File: config.mk
export PLATFORM = sky130hd
export DESIGN_NAME = socket_system_control
export DESIGN_NICKNAME = d
export VERILOG_FILES = /design/src/pkg/sysctl_pkg.sv /design/src/hdl/socket_system_control.sv /design/src/hdl/power_sequencer.sv
export SDC_FILE = /design/constraint.sdc
export NUM_CORES = 1
export LEC_CHECK = 0
export BUFFER_PORTS_ARGS = -buffer_cell sky130_fd_sc_hd__buf_2
export CAP_MARGIN = 30
export CELL_PAD_IN_SITES_DETAIL_PLACEMENT = 0
export CELL_PAD_IN_SITES_GLOBAL_PLACEMENT = 1
export CORE_MARGIN = 2
export CORE_UTILIZATION = 35
export CTS_BUF_LIST = sky130_fd_sc_hd__clkbuf_2 sky130_fd_sc_hd__clkbuf_4 sky130_fd_sc_hd__clkbuf_8
export DETAILED_ROUTE_END_ITERATION = 6
export GPL_TIMING_DRIVEN = 0
export PLACE_DENSITY_LB_ADDON = 0.15
export SETUP_SLACK_MARGIN = 0.4
export SYNTH_ARGS = -nofsm -noshare
export SYNTH_HDL_FRONTEND = slang
export SYNTH_SLANG_ARGS = --single-unit
File: constraint.sdc
create_clock -name CLOCK_I -period 6.2 [get_ports CLOCK_I]
set_clock_uncertainty 0.2 [all_clocks]
set_input_delay 0.93 -clock CLOCK_I [delete_from_list [all_inputs] [get_ports CLOCK_I]]
set_output_delay 0.93 -clock CLOCK_I [all_outputs]
set_load 0.005 [all_outputs]
File: src/pkg/sysctl_pkg.sv
package sysctl_pkg;
   // ****************************************
   // register map
   // ****************************************
   localparam logic [7:0] SYSCTL_OFFSET = 8'h80;
   localparam logic [31:0] SYSCTL_RESET = 32'h0044_9060;
   localparam int BIT_SRC_CLK = 27;
   localparam int BIT_RSVD23 = 23;
   localparam int BIT_PIN_DRIVE = 22;
   localparam int BIT_PROT_DIS = 21;
   localparam int BIT_VID_FLOAT = 20;
   localparam int BIT_RSVD_LO = 16;
   localparam int BIT_BURST_DN = 15;
   localparam int BIT_BURST_UP = 14;
   localparam int BIT_ACTIVITY = 13;
   localparam int BIT_RSVD12 = 12;
   localparam int BIT_PWR_BUSY = 11;
   localparam int BIT_UP_WAIT = 10;
   localparam int BIT_DN_WAIT = 9;
   localparam int BIT_PROBE = 8;
   localparam int BIT_RSVD7 = 7;
   localparam int BIT_GATE_EN = 6;
   localparam logic [3:0] RSVD_FIELD_RESET = 4'h4;
   // ****************************************
   // timing
   // ****************************************
   localparam int CLOCK_HZ = 10_000_000;
   localparam int UP_DELAY_US = 100;
   localparam int DN_DELAY_US = 100;
   localparam int UP_DELAY_CYC = (UP_DELAY_US * (CLOCK_HZ / 1_000_000));
   localparam int DN_DELAY_CYC = (DN_DELAY_US * (CLOCK_HZ / 1_000_000));
   localparam int STREAM_BITS = 16;
   // per-socket field copy
   typedef struct packed {
      logic pin_drive;
      logic prot_dis;
      logic vid_float;
      logic [3:0] rsvd;
      logic gate_en;
      logic activity;
   } sock_t;
endpackage : sysctl_pkg

File: src/hdl/socket_system_control.sv
`timescale 1ns/1ps
`default_nettype none
module socket_system_control
   import sysctl_pkg::*;
#(
   parameter int UP_CYC = UP_DELAY_CYC,
   parameter int DN_CYC = DN_DELAY_CYC
)
(
   // clock and reset
   input wire logic CLOCK_I,
   input wire logic RST_N_I,
   // configuration access
   input wire logic CFG_SEL_I,
   input wire logic CFG_FUNC_I,
   input wire logic [7:0] CFG_ADDR_I,
   input wire logic CFG_WR_I,
   input wire logic CFG_RD_I,
   input wire logic [31:0] CFG_WDATA_I,
   output logic [31:0] CFG_RDATA_O,
   // socket events
   input wire logic [1:0] CARD_ACCESS_I,
   input wire logic [1:0] CARD_CB_I,
   input wire logic [1:0] CARD_IDLE_I,
   input wire logic [1:0] CARD_CLK_STOP_I,
   input wire logic [1:0] PROBE_ACTIVE_I,
   input wire logic PWR_REQ_I,
   input wire logic PWR_UP_I,
   // socket controls
   output logic [1:0] RSVD_PIN_OUT_O,
   output logic [1:0] RSVD_PIN_OE_O,
   output logic [1:0] SUPPLY_PROTECT_O,
   output logic [1:0] ADDR_HI_FLOAT_O,
   output logic [1:0] SM_CLK_EN_O,
   output logic BURST_DN_O,
   output logic BURST_UP_O,
   output logic SWITCH_CLK_INT_O,
   output logic SWITCH_DATA_O
);
   // ****************************************
   // registers
   // ****************************************
   sock_t sock [2];
   sock_t next_sock [2];
   logic burst_dn, burst_up, src_clk;
   logic next_burst_dn, next_burst_up, next_src_clk;
   logic [3:0] div, next_div;
   logic busy, up_wait, dn_wait, serial;
   logic [1:0] probe, next_probe;
   logic hit_wr, hit_rd;
   logic [31:0] rd, next_rd;
   assign hit_wr = CFG_SEL_I && CFG_WR_I && (CFG_ADDR_I == SYSCTL_OFFSET);
   assign hit_rd = CFG_SEL_I && CFG_RD_I && (CFG_ADDR_I == SYSCTL_OFFSET);

   function automatic logic [31:0] read_word(input sock_t s, input logic g_dn, input logic g_up,
      input logic g_clk, input logic b, input logic u, input logic d, input logic p);
      logic [31:0] w;
      w = 32'h0000_0000;
      w[BIT_SRC_CLK] = g_clk;
      w[BIT_RSVD23] = 1'b0;
      w[BIT_PIN_DRIVE] = s.pin_drive;
      w[BIT_PROT_DIS] = s.prot_dis;
      w[BIT_VID_FLOAT] = s.vid_float;
      w[BIT_RSVD_LO +: 4] = s.rsvd;
      w[BIT_BURST_DN] = g_dn;
      w[BIT_BURST_UP] = g_up;
      w[BIT_ACTIVITY] = s.activity;
      w[BIT_RSVD12] = 1'b1;
      w[BIT_PWR_BUSY] = b;
      w[BIT_UP_WAIT] = u;
      w[BIT_DN_WAIT] = d;
      w[BIT_PROBE] = p;
      w[BIT_RSVD7] = 1'b0;
      w[BIT_GATE_EN] = s.gate_en;
      return w;
   endfunction : read_word

   // ****************************************
   // next state
   // ****************************************
   always_comb
   begin
      next_burst_dn = burst_dn;
      next_burst_up = burst_up;
      next_src_clk = src_clk;
      next_probe = PROBE_ACTIVE_I;
      next_div = div + 4'h1;
      next_rd = rd;
      for (int i = 0; i < 2; i++)
      begin
         next_sock[i] = sock[i];
         if (hit_wr && (CFG_FUNC_I == i[0]))
         begin
            next_sock[i].pin_drive = CFG_WDATA_I[BIT_PIN_DRIVE];
            next_sock[i].prot_dis = CFG_WDATA_I[BIT_PROT_DIS];
            next_sock[i].vid_float = CFG_WDATA_I[BIT_VID_FLOAT];
            next_sock[i].rsvd = CFG_WDATA_I[BIT_RSVD_LO +: 4];
            next_sock[i].gate_en = CFG_WDATA_I[BIT_GATE_EN];
         end
         // read clears, but a new access in the same cycle wins
         if (hit_rd && (CFG_FUNC_I == i[0]))
            next_sock[i].activity = 1'b0;
         if (CARD_ACCESS_I[i])
            next_sock[i].activity = 1'b1;
      end
      if (hit_wr && !CFG_FUNC_I)
      begin
         next_burst_dn = CFG_WDATA_I[BIT_BURST_DN];
         next_burst_up = CFG_WDATA_I[BIT_BURST_UP];
         next_src_clk = CFG_WDATA_I[BIT_SRC_CLK];
      end
      if (hit_rd)
         next_rd = read_word(sock[CFG_FUNC_I], burst_dn, burst_up, src_clk, busy, up_wait, dn_wait,
            probe[CFG_FUNC_I]);
   end

   always_ff @(posedge CLOCK_I)
   begin
      if (!RST_N_I)
      begin
         for (int i = 0; i < 2; i++)
         begin
            sock[i].pin_drive <= SYSCTL_RESET[BIT_PIN_DRIVE];
            sock[i].prot_dis <= SYSCTL_RESET[BIT_PROT_DIS];
            sock[i].vid_float <= SYSCTL_RESET[BIT_VID_FLOAT];
            sock[i].rsvd <= RSVD_FIELD_RESET;
            sock[i].gate_en <= SYSCTL_RESET[BIT_GATE_EN];
            sock[i].activity <= 1'b0;
         end
         burst_dn <= SYSCTL_RESET[BIT_BURST_DN];
         burst_up <= SYSCTL_RESET[BIT_BURST_UP];
         src_clk <= SYSCTL_RESET[BIT_SRC_CLK];
         probe <= 2'h0;
         div <= 4'h0;
         rd <= 32'h0000_0000;
      end
      else
      begin
         sock <= next_sock;
         burst_dn <= next_burst_dn;
         burst_up <= next_burst_up;
         src_clk <= next_src_clk;
         probe <= next_probe;
         div <= next_div;
         rd <= next_rd;
      end
   end

   // ****************************************
   // power switch stream
   // ****************************************
   power_sequencer #(.UP_CYC(UP_CYC), .DN_CYC(DN_CYC), .BITS(STREAM_BITS)) u_seq (
      .clk(CLOCK_I),
      .rst_n(RST_N_I),
      .tick(div == 4'hf),
      .req(PWR_REQ_I),
      .up(PWR_UP_I),
      .busy(busy),
      .up_wait(up_wait),
      .dn_wait(dn_wait),
      .serial(serial)
   );

   // ****************************************
   // outputs
   // ****************************************
   always_ff @(posedge CLOCK_I)
   begin
      if (!RST_N_I)
      begin
         CFG_RDATA_O <= 32'h0000_0000;
         RSVD_PIN_OUT_O <= 2'h0;
         RSVD_PIN_OE_O <= 2'h0;
         SUPPLY_PROTECT_O <= 2'h0;
         ADDR_HI_FLOAT_O <= 2'h0;
         SM_CLK_EN_O <= 2'h3;
         BURST_DN_O <= 1'b0;
         BURST_UP_O <= 1'b0;
         SWITCH_CLK_INT_O <= 1'b0;
         SWITCH_DATA_O <= 1'b0;
      end
      else
      begin
         CFG_RDATA_O <= next_rd;
         for (int i = 0; i < 2; i++)
         begin
            RSVD_PIN_OUT_O[i] <= 1'b0;
            RSVD_PIN_OE_O[i] <= CARD_CB_I[i] && sock[i].pin_drive;
            SUPPLY_PROTECT_O[i] <= !CARD_CB_I[i] && !sock[i].prot_dis;
            ADDR_HI_FLOAT_O[i] <= !CARD_CB_I[i] && sock[i].vid_float;
            SM_CLK_EN_O[i] <= !(sock[i].gate_en && CARD_CB_I[i] && CARD_IDLE_I[i]
               && CARD_CLK_STOP_I[i]);
         end
         BURST_DN_O <= burst_dn;
         BURST_UP_O <= burst_up;
         SWITCH_CLK_INT_O <= src_clk;
         SWITCH_DATA_O <= serial;
      end
   end

   activity_set_a: assert property (@(posedge CLOCK_I) disable iff (!RST_N_I)
      CARD_ACCESS_I[0] |=> sock[0].activity) else $error("activity flag missed access");
   func1_no_global_a: assert property (@(posedge CLOCK_I) disable iff (!RST_N_I)
      hit_wr && CFG_FUNC_I |=> $stable(burst_up) && $stable(burst_dn))
      else $error("function 1 changed a global field");
   burst_up_out_a: assert property (@(posedge CLOCK_I) disable iff (!RST_N_I)
      BURST_UP_O |-> $past(burst_up)) else $error("upstream burst without enable");
   burst_dn_out_a: assert property (@(posedge CLOCK_I) disable iff (!RST_N_I)
      BURST_DN_O |-> $past(burst_dn)) else $error("downstream burst without enable");
   pin_drive_a: assert property (@(posedge CLOCK_I) disable iff (!RST_N_I)
      CARD_CB_I[0] && sock[0].pin_drive |=> RSVD_PIN_OE_O[0] && !RSVD_PIN_OUT_O[0])
      else $error("reserved pins not driven low");
   vid_float_a: assert property (@(posedge CLOCK_I) disable iff (!RST_N_I)
      !CARD_CB_I[1] && sock[1].vid_float |=> ADDR_HI_FLOAT_O[1]) else $error("address pins not floated");
   protect_a: assert property (@(posedge CLOCK_I) disable iff (!RST_N_I)
      !CARD_CB_I[1] && !sock[1].prot_dis |=> SUPPLY_PROTECT_O[1]) else $error("supply protection off");
   clock_gate_a: assert property (@(posedge CLOCK_I) disable iff (!RST_N_I)
      sock[0].gate_en && CARD_CB_I[0] && CARD_IDLE_I[0] && CARD_CLK_STOP_I[0] |=> !SM_CLK_EN_O[0])
      else $error("idle socket still clocked");
   rsvd_read_a: assert property (@(posedge CLOCK_I) disable iff (!RST_N_I)
      hit_rd |=> CFG_RDATA_O[BIT_RSVD12] && !CFG_RDATA_O[BIT_RSVD23] && !CFG_RDATA_O[BIT_RSVD7])
      else $error("reserved bits read wrong");
   probe_follow_a: assert property (@(posedge CLOCK_I) disable iff (!RST_N_I)
      PROBE_ACTIVE_I[1] |=> probe[1]) else $error("probe flag not set");
endmodule : socket_system_control
`default_nettype wire

File: src/hdl/power_sequencer.sv
`timescale 1ns/1ps
`default_nettype none
module power_sequencer
   import sysctl_pkg::*;
#(
   parameter int UP_CYC = UP_DELAY_CYC,
   parameter int DN_CYC = DN_DELAY_CYC,
   parameter int BITS = STREAM_BITS
)
(
   // clock and reset
   input wire logic clk,
   input wire logic rst_n,
   input wire logic tick,
   // request
   input wire logic req,
   input wire logic up,
   // status
   output logic busy,
   output logic up_wait,
   output logic dn_wait,
   output logic serial
);
   // ****************************************
   // stream then settle
   // ****************************************
   typedef enum logic [2:0] {IDLE = 3'b001, SEND = 3'b010, WAIT = 3'b100} st_t;
   st_t st, next_st;
   logic [15:0] cnt, next_cnt;
   logic dir_up, next_dir_up;
   always_comb
   begin
      next_st = st;
      next_cnt = cnt;
      next_dir_up = dir_up;
      case (st)
         IDLE:
         begin
            if (req)
            begin
               next_st = SEND;
               next_dir_up = up;
               next_cnt = 16'(BITS - 1);
            end
         end
         SEND:
         begin
            if (tick)
            begin
               if (cnt == 16'h0000)
               begin
                  next_st = WAIT;
                  next_cnt = dir_up ? 16'(UP_CYC - 1) : 16'(DN_CYC - 1);
               end
               else
                  next_cnt = cnt - 16'h0001;
            end
         end
         WAIT:
         begin
            if (cnt == 16'h0000)
               next_st = IDLE;
            else
               next_cnt = cnt - 16'h0001;
         end
         default: next_st = IDLE;
      endcase
   end
   always_ff @(posedge clk)
   begin
      if (!rst_n)
      begin
         st <= IDLE;
         cnt <= 16'h0000;
         dir_up <= 1'b0;
      end
      else
      begin
         st <= next_st;
         cnt <= next_cnt;
         dir_up <= next_dir_up;
      end
   end
   assign busy = (st != IDLE);
   assign up_wait = (st == WAIT) && dir_up;
   assign dn_wait = (st == WAIT) && !dir_up;
   assign serial = (st == SEND) && dir_up;
   busy_until_idle_a: assert property (@(posedge clk) disable iff (!rst_n)
      (st == IDLE) && req |=> busy [*2]) else $error("busy did not follow request");
endmodule : power_sequencer
`default_nettype wire

==> out/metrics.csv, run 1 <==
stage,metric,value,unit
placement,Post-DP Area,3810,µm²
cts,CTS Buffer Depth,2,
routing,final WL,7630,µm
cts,Root Driver,clkbuf_8,
synth,ranking of synthesized cells by area,"dfxtp_1 46%, mux2i_1 9.1%, nor2_1 4.4%",
synth,synthesized flop and latch total,76,
cts,H-tree depth,3,
die,Initial Util,35.8,%
cells_and_area,register area,1520,µm²
timing,final critical-path required period,2.69,ns
die,Top-Level Pins,104,
setup_path,WP data required,6.23,ns
cts,clock latency on the worst-skew pair,0.34,ns
synth,post-synthesis sequential area ratio,46.2,%
pwr,Leak,1.71,nW
synth,top-area cell type share of the netlist area,46.2,%
run,maxcap violations,0,
setup_path,startpoint types,flip-flop,
global_routing,gr ovfl total,0,
synth,Post-synth EDFFs,0,
timing,setup ws final,3.51,ns
placement,post-place setup slack,3.14,ns
cts,Worst-path clk slew,0.08,ns
cells_and_area,fin cells,562,
synth,ys async rst share,0,%
cells_and_area,Antenna diodes,0,
setup_path,Worst Path Max Fanout,10,
routing,routed via count,2713,
cells_and_area,final core utilization,43.6,%
cells_and_area,layout cells sized above 1,25.1,%
cts,Resized Gates After CTS,0,
synth,Synth Instances,356,
timing,post-route clock period utilization,43.4,%
routing,Initial DRC Count,54,
setup_path,crit end category,flip-flop,
cts,CTS tree,built,
routing,drt via density,4.83,
timing,Final Hold Vio Count,0,
placement,routability cong.,0.822,
cts,Num Clock Sinks,76,
cts,Post-CTS Setup Bufs,0,
routing,DRC viols,0,
timing,Rel. slew slack,46.5,%
global_routing,first-pass GRT wire length,12100,µm
routing,WL/cell,13.6,µm
synth,"Cell Area, Synth",3290,µm²
synth,cell accounting for the most synthesized area,dfxtp_1,
cells_and_area,area of the multi-input gates,1600,µm²
routing,wl on met1,3590,µm
global_routing,via count of the first global-routing pass,2448,
synth,Synth warnings,0,
timing,Max Slew Vio Count,0,
min_path,Tightest Hold Check Type,flip-flop to flip-flop,
cells_and_area,Filler cells,938,
cts,hold buffer count at cts,0,
routing,"antenna viol nets, final",0,
pwr,P per Cell Area,254,nW/µm²
setup_path,arrival time of the worst setup path,2.72,ns
global_routing,largest net degree at the start of global routing,14,
routing,DR top layer,met4,
die,Die Area,10200,µm²
setup_path,Crit Path Category,flip-flop to flip-flop,
cells_and_area,layout net count,506,
timing,Setup-failing EPs final,0,
synth,post-synth cell types,58,
pwr,worst IR drop on VDD,0.0000878,V
placement,DPL Wire Length,5620,µm
die,Die Height,101,µm
routing,Detailed Routing Iterations Pass 1,4,
synth,most used standard cell by instance count after synthesis,dfxtp_1,
outcome,status,"finished, final reports clean",
placement,I/O Buffers,63,
global_routing,initial antenna violation count,0,
synth,Commonest cells post-synth,"76 x dfxtp_1, 39 x nor2_1, 30 x mux2i_1, 28 x nand2_1, 17 x buf_4",
synth,"Top FF cell, synth",dfxtp_1,
cts,CTS Buf Count,9,
cells_and_area,final instance area,4010,µm²
cells_and_area,area grow syn2layout,21.8,%
timing,RSZ-0062 raised after global routing,no,
routing,metal3 WL,378,µm
die,die width,101,µm
die,site row count,35,
timing,Least-Margin Pin Slew,0.795,ns
routing,Met2 Routed Length,3580,µm
synth,mean post-synth cell area,9.25,µm²
global_routing,gr usage total,15.2,%
timing,Setup TNS Final,0,ns
placement,total placed cells including tap cells,546,
timing,Fmax,0.372,GHz
die,core area,9200,µm²
==> kinds of logic after synthesis <==
family	after synthesis	synth area share, %
multiplexers	31	9.46
flip-flops	76	46.2
AO/OA/AOI/OAI	60	11.9
XOR/XNOR	4	1.06
AND/OR/NAND/NOR	140	23.3
other	1	0.114
buffers and inverters	42	7.18
adder cells (fa/ha/maj)	2	0.760
==> cells in the final DEF (no fill, tap or decap), types with 12 or more instances in the layout <==
master,n
dfxtp_1,76
buf_2,68
nor2_1,39
mux2i_1,30
nand2_1,28
buf_4,17
conb_1,17
a21oi_1,16
nor3_1,14
clkbuf_1,12
a211oi_1,12
==> state kept, by name, indices dropped and copies added, names as in the netlist <==
register,count
u_seq.dir_up,1
SWITCH_CLK_INT_O,1
CFG_RDATA_O,17
SM_CLK_EN_O,2
BURST_UP_O,1
RSVD_PIN_OE_O,2
u_seq.cnt,16
ADDR_HI_FLOAT_O,2
u_seq.st,3
src_clk,1
burst_up,1
burst_dn,1
div,4
BURST_DN_O,1
SUPPLY_PROTECT_O,2
probe,2
SWITCH_DATA_O,1
sock,18
==> routing by layer <==
metal / up-vias / GRT usage (%)
li1: 1403 / -
met1: 1243 / 19.7
met2: 59 / 25.1
met3: 8 / 2.84
met4: 0 / 6.03
met5: - / 0
==> metrics by stage <==
| step | total power, mW | hold WS [ns] |
|---|---|---|
| after floorplan | 0.606 | 0.218 |
| after global placement | 0.642 | 0.230 |
| after detailed placement | 0.643 | 0.236 |
| after CTS | 1.03 | 0.252 |
| after global routing | 1.07 | 0.260 |
| final | 1.02 | 0.245 |
==> where the power goes <==
part           internal, mW  switching [mW]  leakage [nW]
clock network         0.202           0.186        0.0994
registers             0.500         0.00969         0.618
logic                0.0523          0.0683         0.992
total                 0.755           0.264          1.71
==> path summary, 6_finish.rpt <==
kind | start | endpoint | slack, ns | cells after the start
max reg2reg | u_seq.cnt[0]$_SDFFE_PN0P_ | u_seq.cnt[14]$_SDFFE_PN0P_ | 3.51 | 7
min reg2reg | div[0]$_SDFF_PN0_ | div[0]$_SDFF_PN0_ | 0.24 | 1
min | div[0]$_SDFF_PN0_ | div[0]$_SDFF_PN0_ | 0.24 | 1
max | u_seq.cnt[0]$_SDFFE_PN0P_ | u_seq.cnt[14]$_SDFFE_PN0P_ | 3.51 | 7
==> worst max-delay path, stage by stage (launching register included) <==
cell,delay (ns)
dfxtp_1,0.36
inv_1,0.07
ha_1,0.21
nor4b_1,0.39
nand4_2,0.33
o21ai_0,0.74
or4_1,0.21
o21ai_0,0.07
==> area by class of cell <==
cell class / count / share of cell area [%]
multi-input cells: 254 / 39.8
flip-flops and latches: 76 / 37.9
repair buffers: 63 / 7.86
plain buffers: 36 / 5.33
clock buffers: 11 / 3.62
well taps: 111 / 3.46
clock inverters: 5 / 1.47
inverters: 6 / 0.561
Note: power is estimated with default switching activity, not from simulation.
==> run 2: changes to the inputs <==
==> constraint.sdc (replaced) <==
create_clock -name CLOCK_I -period 2.3 [get_ports CLOCK_I]
set_clock_uncertainty 0.2 [all_clocks]
set_input_delay 0.345 -clock CLOCK_I [delete_from_list [all_inputs] [get_ports CLOCK_I]]
set_output_delay 0.345 -clock CLOCK_I [all_outputs]
set_load 0.005 [all_outputs]
==> run 2 against run 1 <==
Critical path depth increased by 1. Non-clock buffer count increased by 18. Worst setup slack got worse by 3.3 ns. Cell count increased by 3.2%. Combinational power increased to 4.2 times the previous value. Highest routed layer unchanged. Via count increased by 4.4%. Hold slack got worse by 0.23 ns.
==> out/metrics.csv, run 2 (synthesis gave the netlist of run 1 again) <==
stage,metric,value,unit,change
global_routing,via count of the first global-routing pass,2655,,+8.5%
pwr,switch share,25.3,%,-0.64 points
setup_path,Worst Path Max Fanout,5,,-5
cells_and_area,layout net count,525,,+3.8%
routing,Initial DRC Count,60,,+11%
timing,Least-Margin Pin Slew,0.745,ns,-0.0496 ns
routing,WL/cell,14.3,µm,+5.2%
die,core area,9200,µm²,unchanged
routing,"antenna viol nets, final",0,,unchanged
routing,routed via count,2833,,+4.4%
timing,Fmax,0.471,GHz,+27%
timing,Rel. slew slack,50.3,%,+3.9 points
timing,Max Slew Vio Count,0,,unchanged
cells_and_area,area grow syn2layout,36.8,%,
cells_and_area,Antenna diodes,0,,unchanged
placement,I/O Buffers,63,,unchanged
pwr,Clk pwr share,39.3,%,+1.2 points
die,die width,101,µm,unchanged
setup_path,crit end category,flip-flop,,
pwr,Int Pwr,2.32,mW,+210%
timing,Final Hold Vio Count,0,,unchanged
cells_and_area,Filler cells,903,,-3.7%
setup_path,r2r setup slk,0.18,ns,-3.34 ns
global_routing,first-pass GRT wire length,13100,µm,+7.7%
setup_path,Crit Path Category,flip-flop to flip-flop,,
routing,Detailed Routing Iterations Pass 1,4,,unchanged
cts,Root Driver,clkbuf_8,,
cts,CTS Buffer Depth,2,,unchanged
setup_path,arrival time of the worst setup path,2.21,ns,-0.51 ns
cells_and_area,Largest register FFs,18,,unchanged
outcome,status,"finished, final reports clean",,
cells_and_area,Top Registers,"sock (18), CFG_RDATA_O (17), u_seq.cnt (16)",,
pwr,worst IR drop on VDD,0.000338,V,+280%
pwr,P per Cell Area,690,nW/µm²,+170%
cells_and_area,layout cells sized above 1,35.8,%,+11 points
placement,DPL Wire Length,5830,µm,+3.7%
global_routing,largest net degree at the start of global routing,14,,unchanged
cells_and_area,"most common cell after layout, fill and taps aside",dfxtp_1,,
placement,routability cong.,0.771,,-6.2%
cts,CTS Buf Count,9,,unchanged
pwr,Comb power frac,16.3,%,+4.5 points
pwr,total design power,3.11,mW,+210%
timing,Setup-failing EPs final,0,,unchanged
routing,drt via density,4.88,,+1.2%
pwr,Flop pwr share,44.4,%,-5.6 points
cts,CTS tree,built,,
cells_and_area,most frequent cells in the layout,"71 x dfxtp_1, 64 x buf_2, 37 x nor2_1",,
cells_and_area,Largest Register,sock,,
cts,Num Clock Sinks,76,,unchanged
cts,clock latency on the worst-skew pair,0.34,ns,about the same
timing,RSZ-0062 raised after global routing,yes,,
die,Top-Level Pins,104,,unchanged
setup_path,WP data required,2.38,ns,-3.85 ns
timing,final critical-path required period,2.12,ns,-0.565 ns
die,site row count,35,,unchanged
pwr,Leak,1.88,nW,+10%
cts,Worst-path clk slew,0.09,ns,about the same
die,Die Height,101,µm,unchanged
routing,DRC viols,0,,unchanged
min_path,Tightest Hold Check Type,input pin to flip-flop,,
pwr,switching power total,0.786,mW,+200%
timing,Setup TNS Final,0,ns,unchanged
run,maxcap violations,0,,unchanged
global_routing,initial antenna violation count,0,,unchanged
cts,H-tree depth,3,,unchanged
timing,post-route clock period utilization,92.4,%,+49 points
global_routing,gr ovfl total,0,,unchanged
die,Initial Util,35.8,%,unchanged
setup_path,startpoint types,flip-flop,,
global_routing,gr usage total,16.5,%,+1.3 points
die,Die Area,10200,µm²,unchanged
routing,final WL,8290,µm,+8.6%
-- run 2: cell count changes in the layout (fill, tap and decap cells not counted), moves of 3 or more --
cell      previous run  this run
buf_4               17        30
dfxtp_1             76        71
a21oi_1             16        13
buf_2               68        64
o21ai_0             11         2
clkbuf_1            12         8
buf_6                1         8
o21ai_2              1         7
dfxtp_2              0         4
-- run 2: final timing paths --
path,startpoint,end,cells past startpoint
worst max register to register,u_seq.cnt[6]$_SDFFE_PN0P_,u_seq.cnt[8]$_SDFFE_PN0P_,8
worst max-delay path,u_seq.cnt[6]$_SDFFE_PN0P_,u_seq.cnt[8]$_SDFFE_PN0P_,8
worst min-delay path,CARD_CB_I[1],SM_CLK_EN_O[1]$_SDFF_PN1_,2
worst min register to register,div[0]$_SDFF_PN0_,div[0]$_SDFF_PN0_,1
-- run 2: through the flow --
| stage | hold WS, ns | instances | util, % | worst slack (ns) | area (µm²) |
|---|---|---|---|---|---|
| after floorplan | 0.217 | 372 | - | 0.316 | 3450 |
| after global placement | 0.231 | 546 | 42.5 | -0.116 | 3910 |
| after detailed placement | 0.242 | 546 | 42.5 | -0.142 | 3910 |
| after CTS | 0.000572 | 577 | 48.2 | 0.170 | 4430 |
| after global routing | 0.00663 | 580 | 49.0 | 0.0710 | 4510 |
| final | 0.0194 | 580 | 49.0 | 0.175 | 4510 |
-- run 2: layout make-up --
class	count	area, µm²	area share (%)
Timing Repair Buffer	81	472	10.5
Buffer	36	255	5.67
Multi-Input combinational cell	255	1850	41.1
Inverter	6	22.5	0.500
Tap cell	111	139	3.08
Sequential cell	76	1530	34.0
Clock buffer	9	124	2.75
Clock inverter	6	113	2.50
-- run 2: power by group through the flow --
stage               clock network (mW)  registers, mW  logic (mW)
floorplan                            0           1.40       0.264
global placement                     0           1.41       0.358
detailed placement                   0           1.41       0.359
CTS                               1.26           1.38       0.476
global route                      1.31           1.39       0.549
finish                            1.22           1.38       0.507
-- run 2: what timing repair did --
item / in CTS / in global routing
gates resized for setup: 39 / 18
hold endpoints to repair: 1 / 0
setup buffers: 14 / 3
hold buffers: 1 / 0
setup endpoints to repair: 31 / 32
cloned: 1 / 0
pin swaps: 10 / 10
-- run 2: critical path, stage by stage (launching register included) --
cell and delay [ns]:
dfxtp_2 0.32, buf_6 0.12, nor4_4 0.32, buf_4 0.18
nand4_4 0.15, buf_6 0.19, a211o_4 0.37, o21ai_2 0.07
mux2_4 0.15
-- run 2: layer usage --
metal	share of wire, %	global-route usage (%)
met4	1.3	6.55
met2	44	25.5
met3	4.5	3.05
met1	51	22.9
met5	0	0
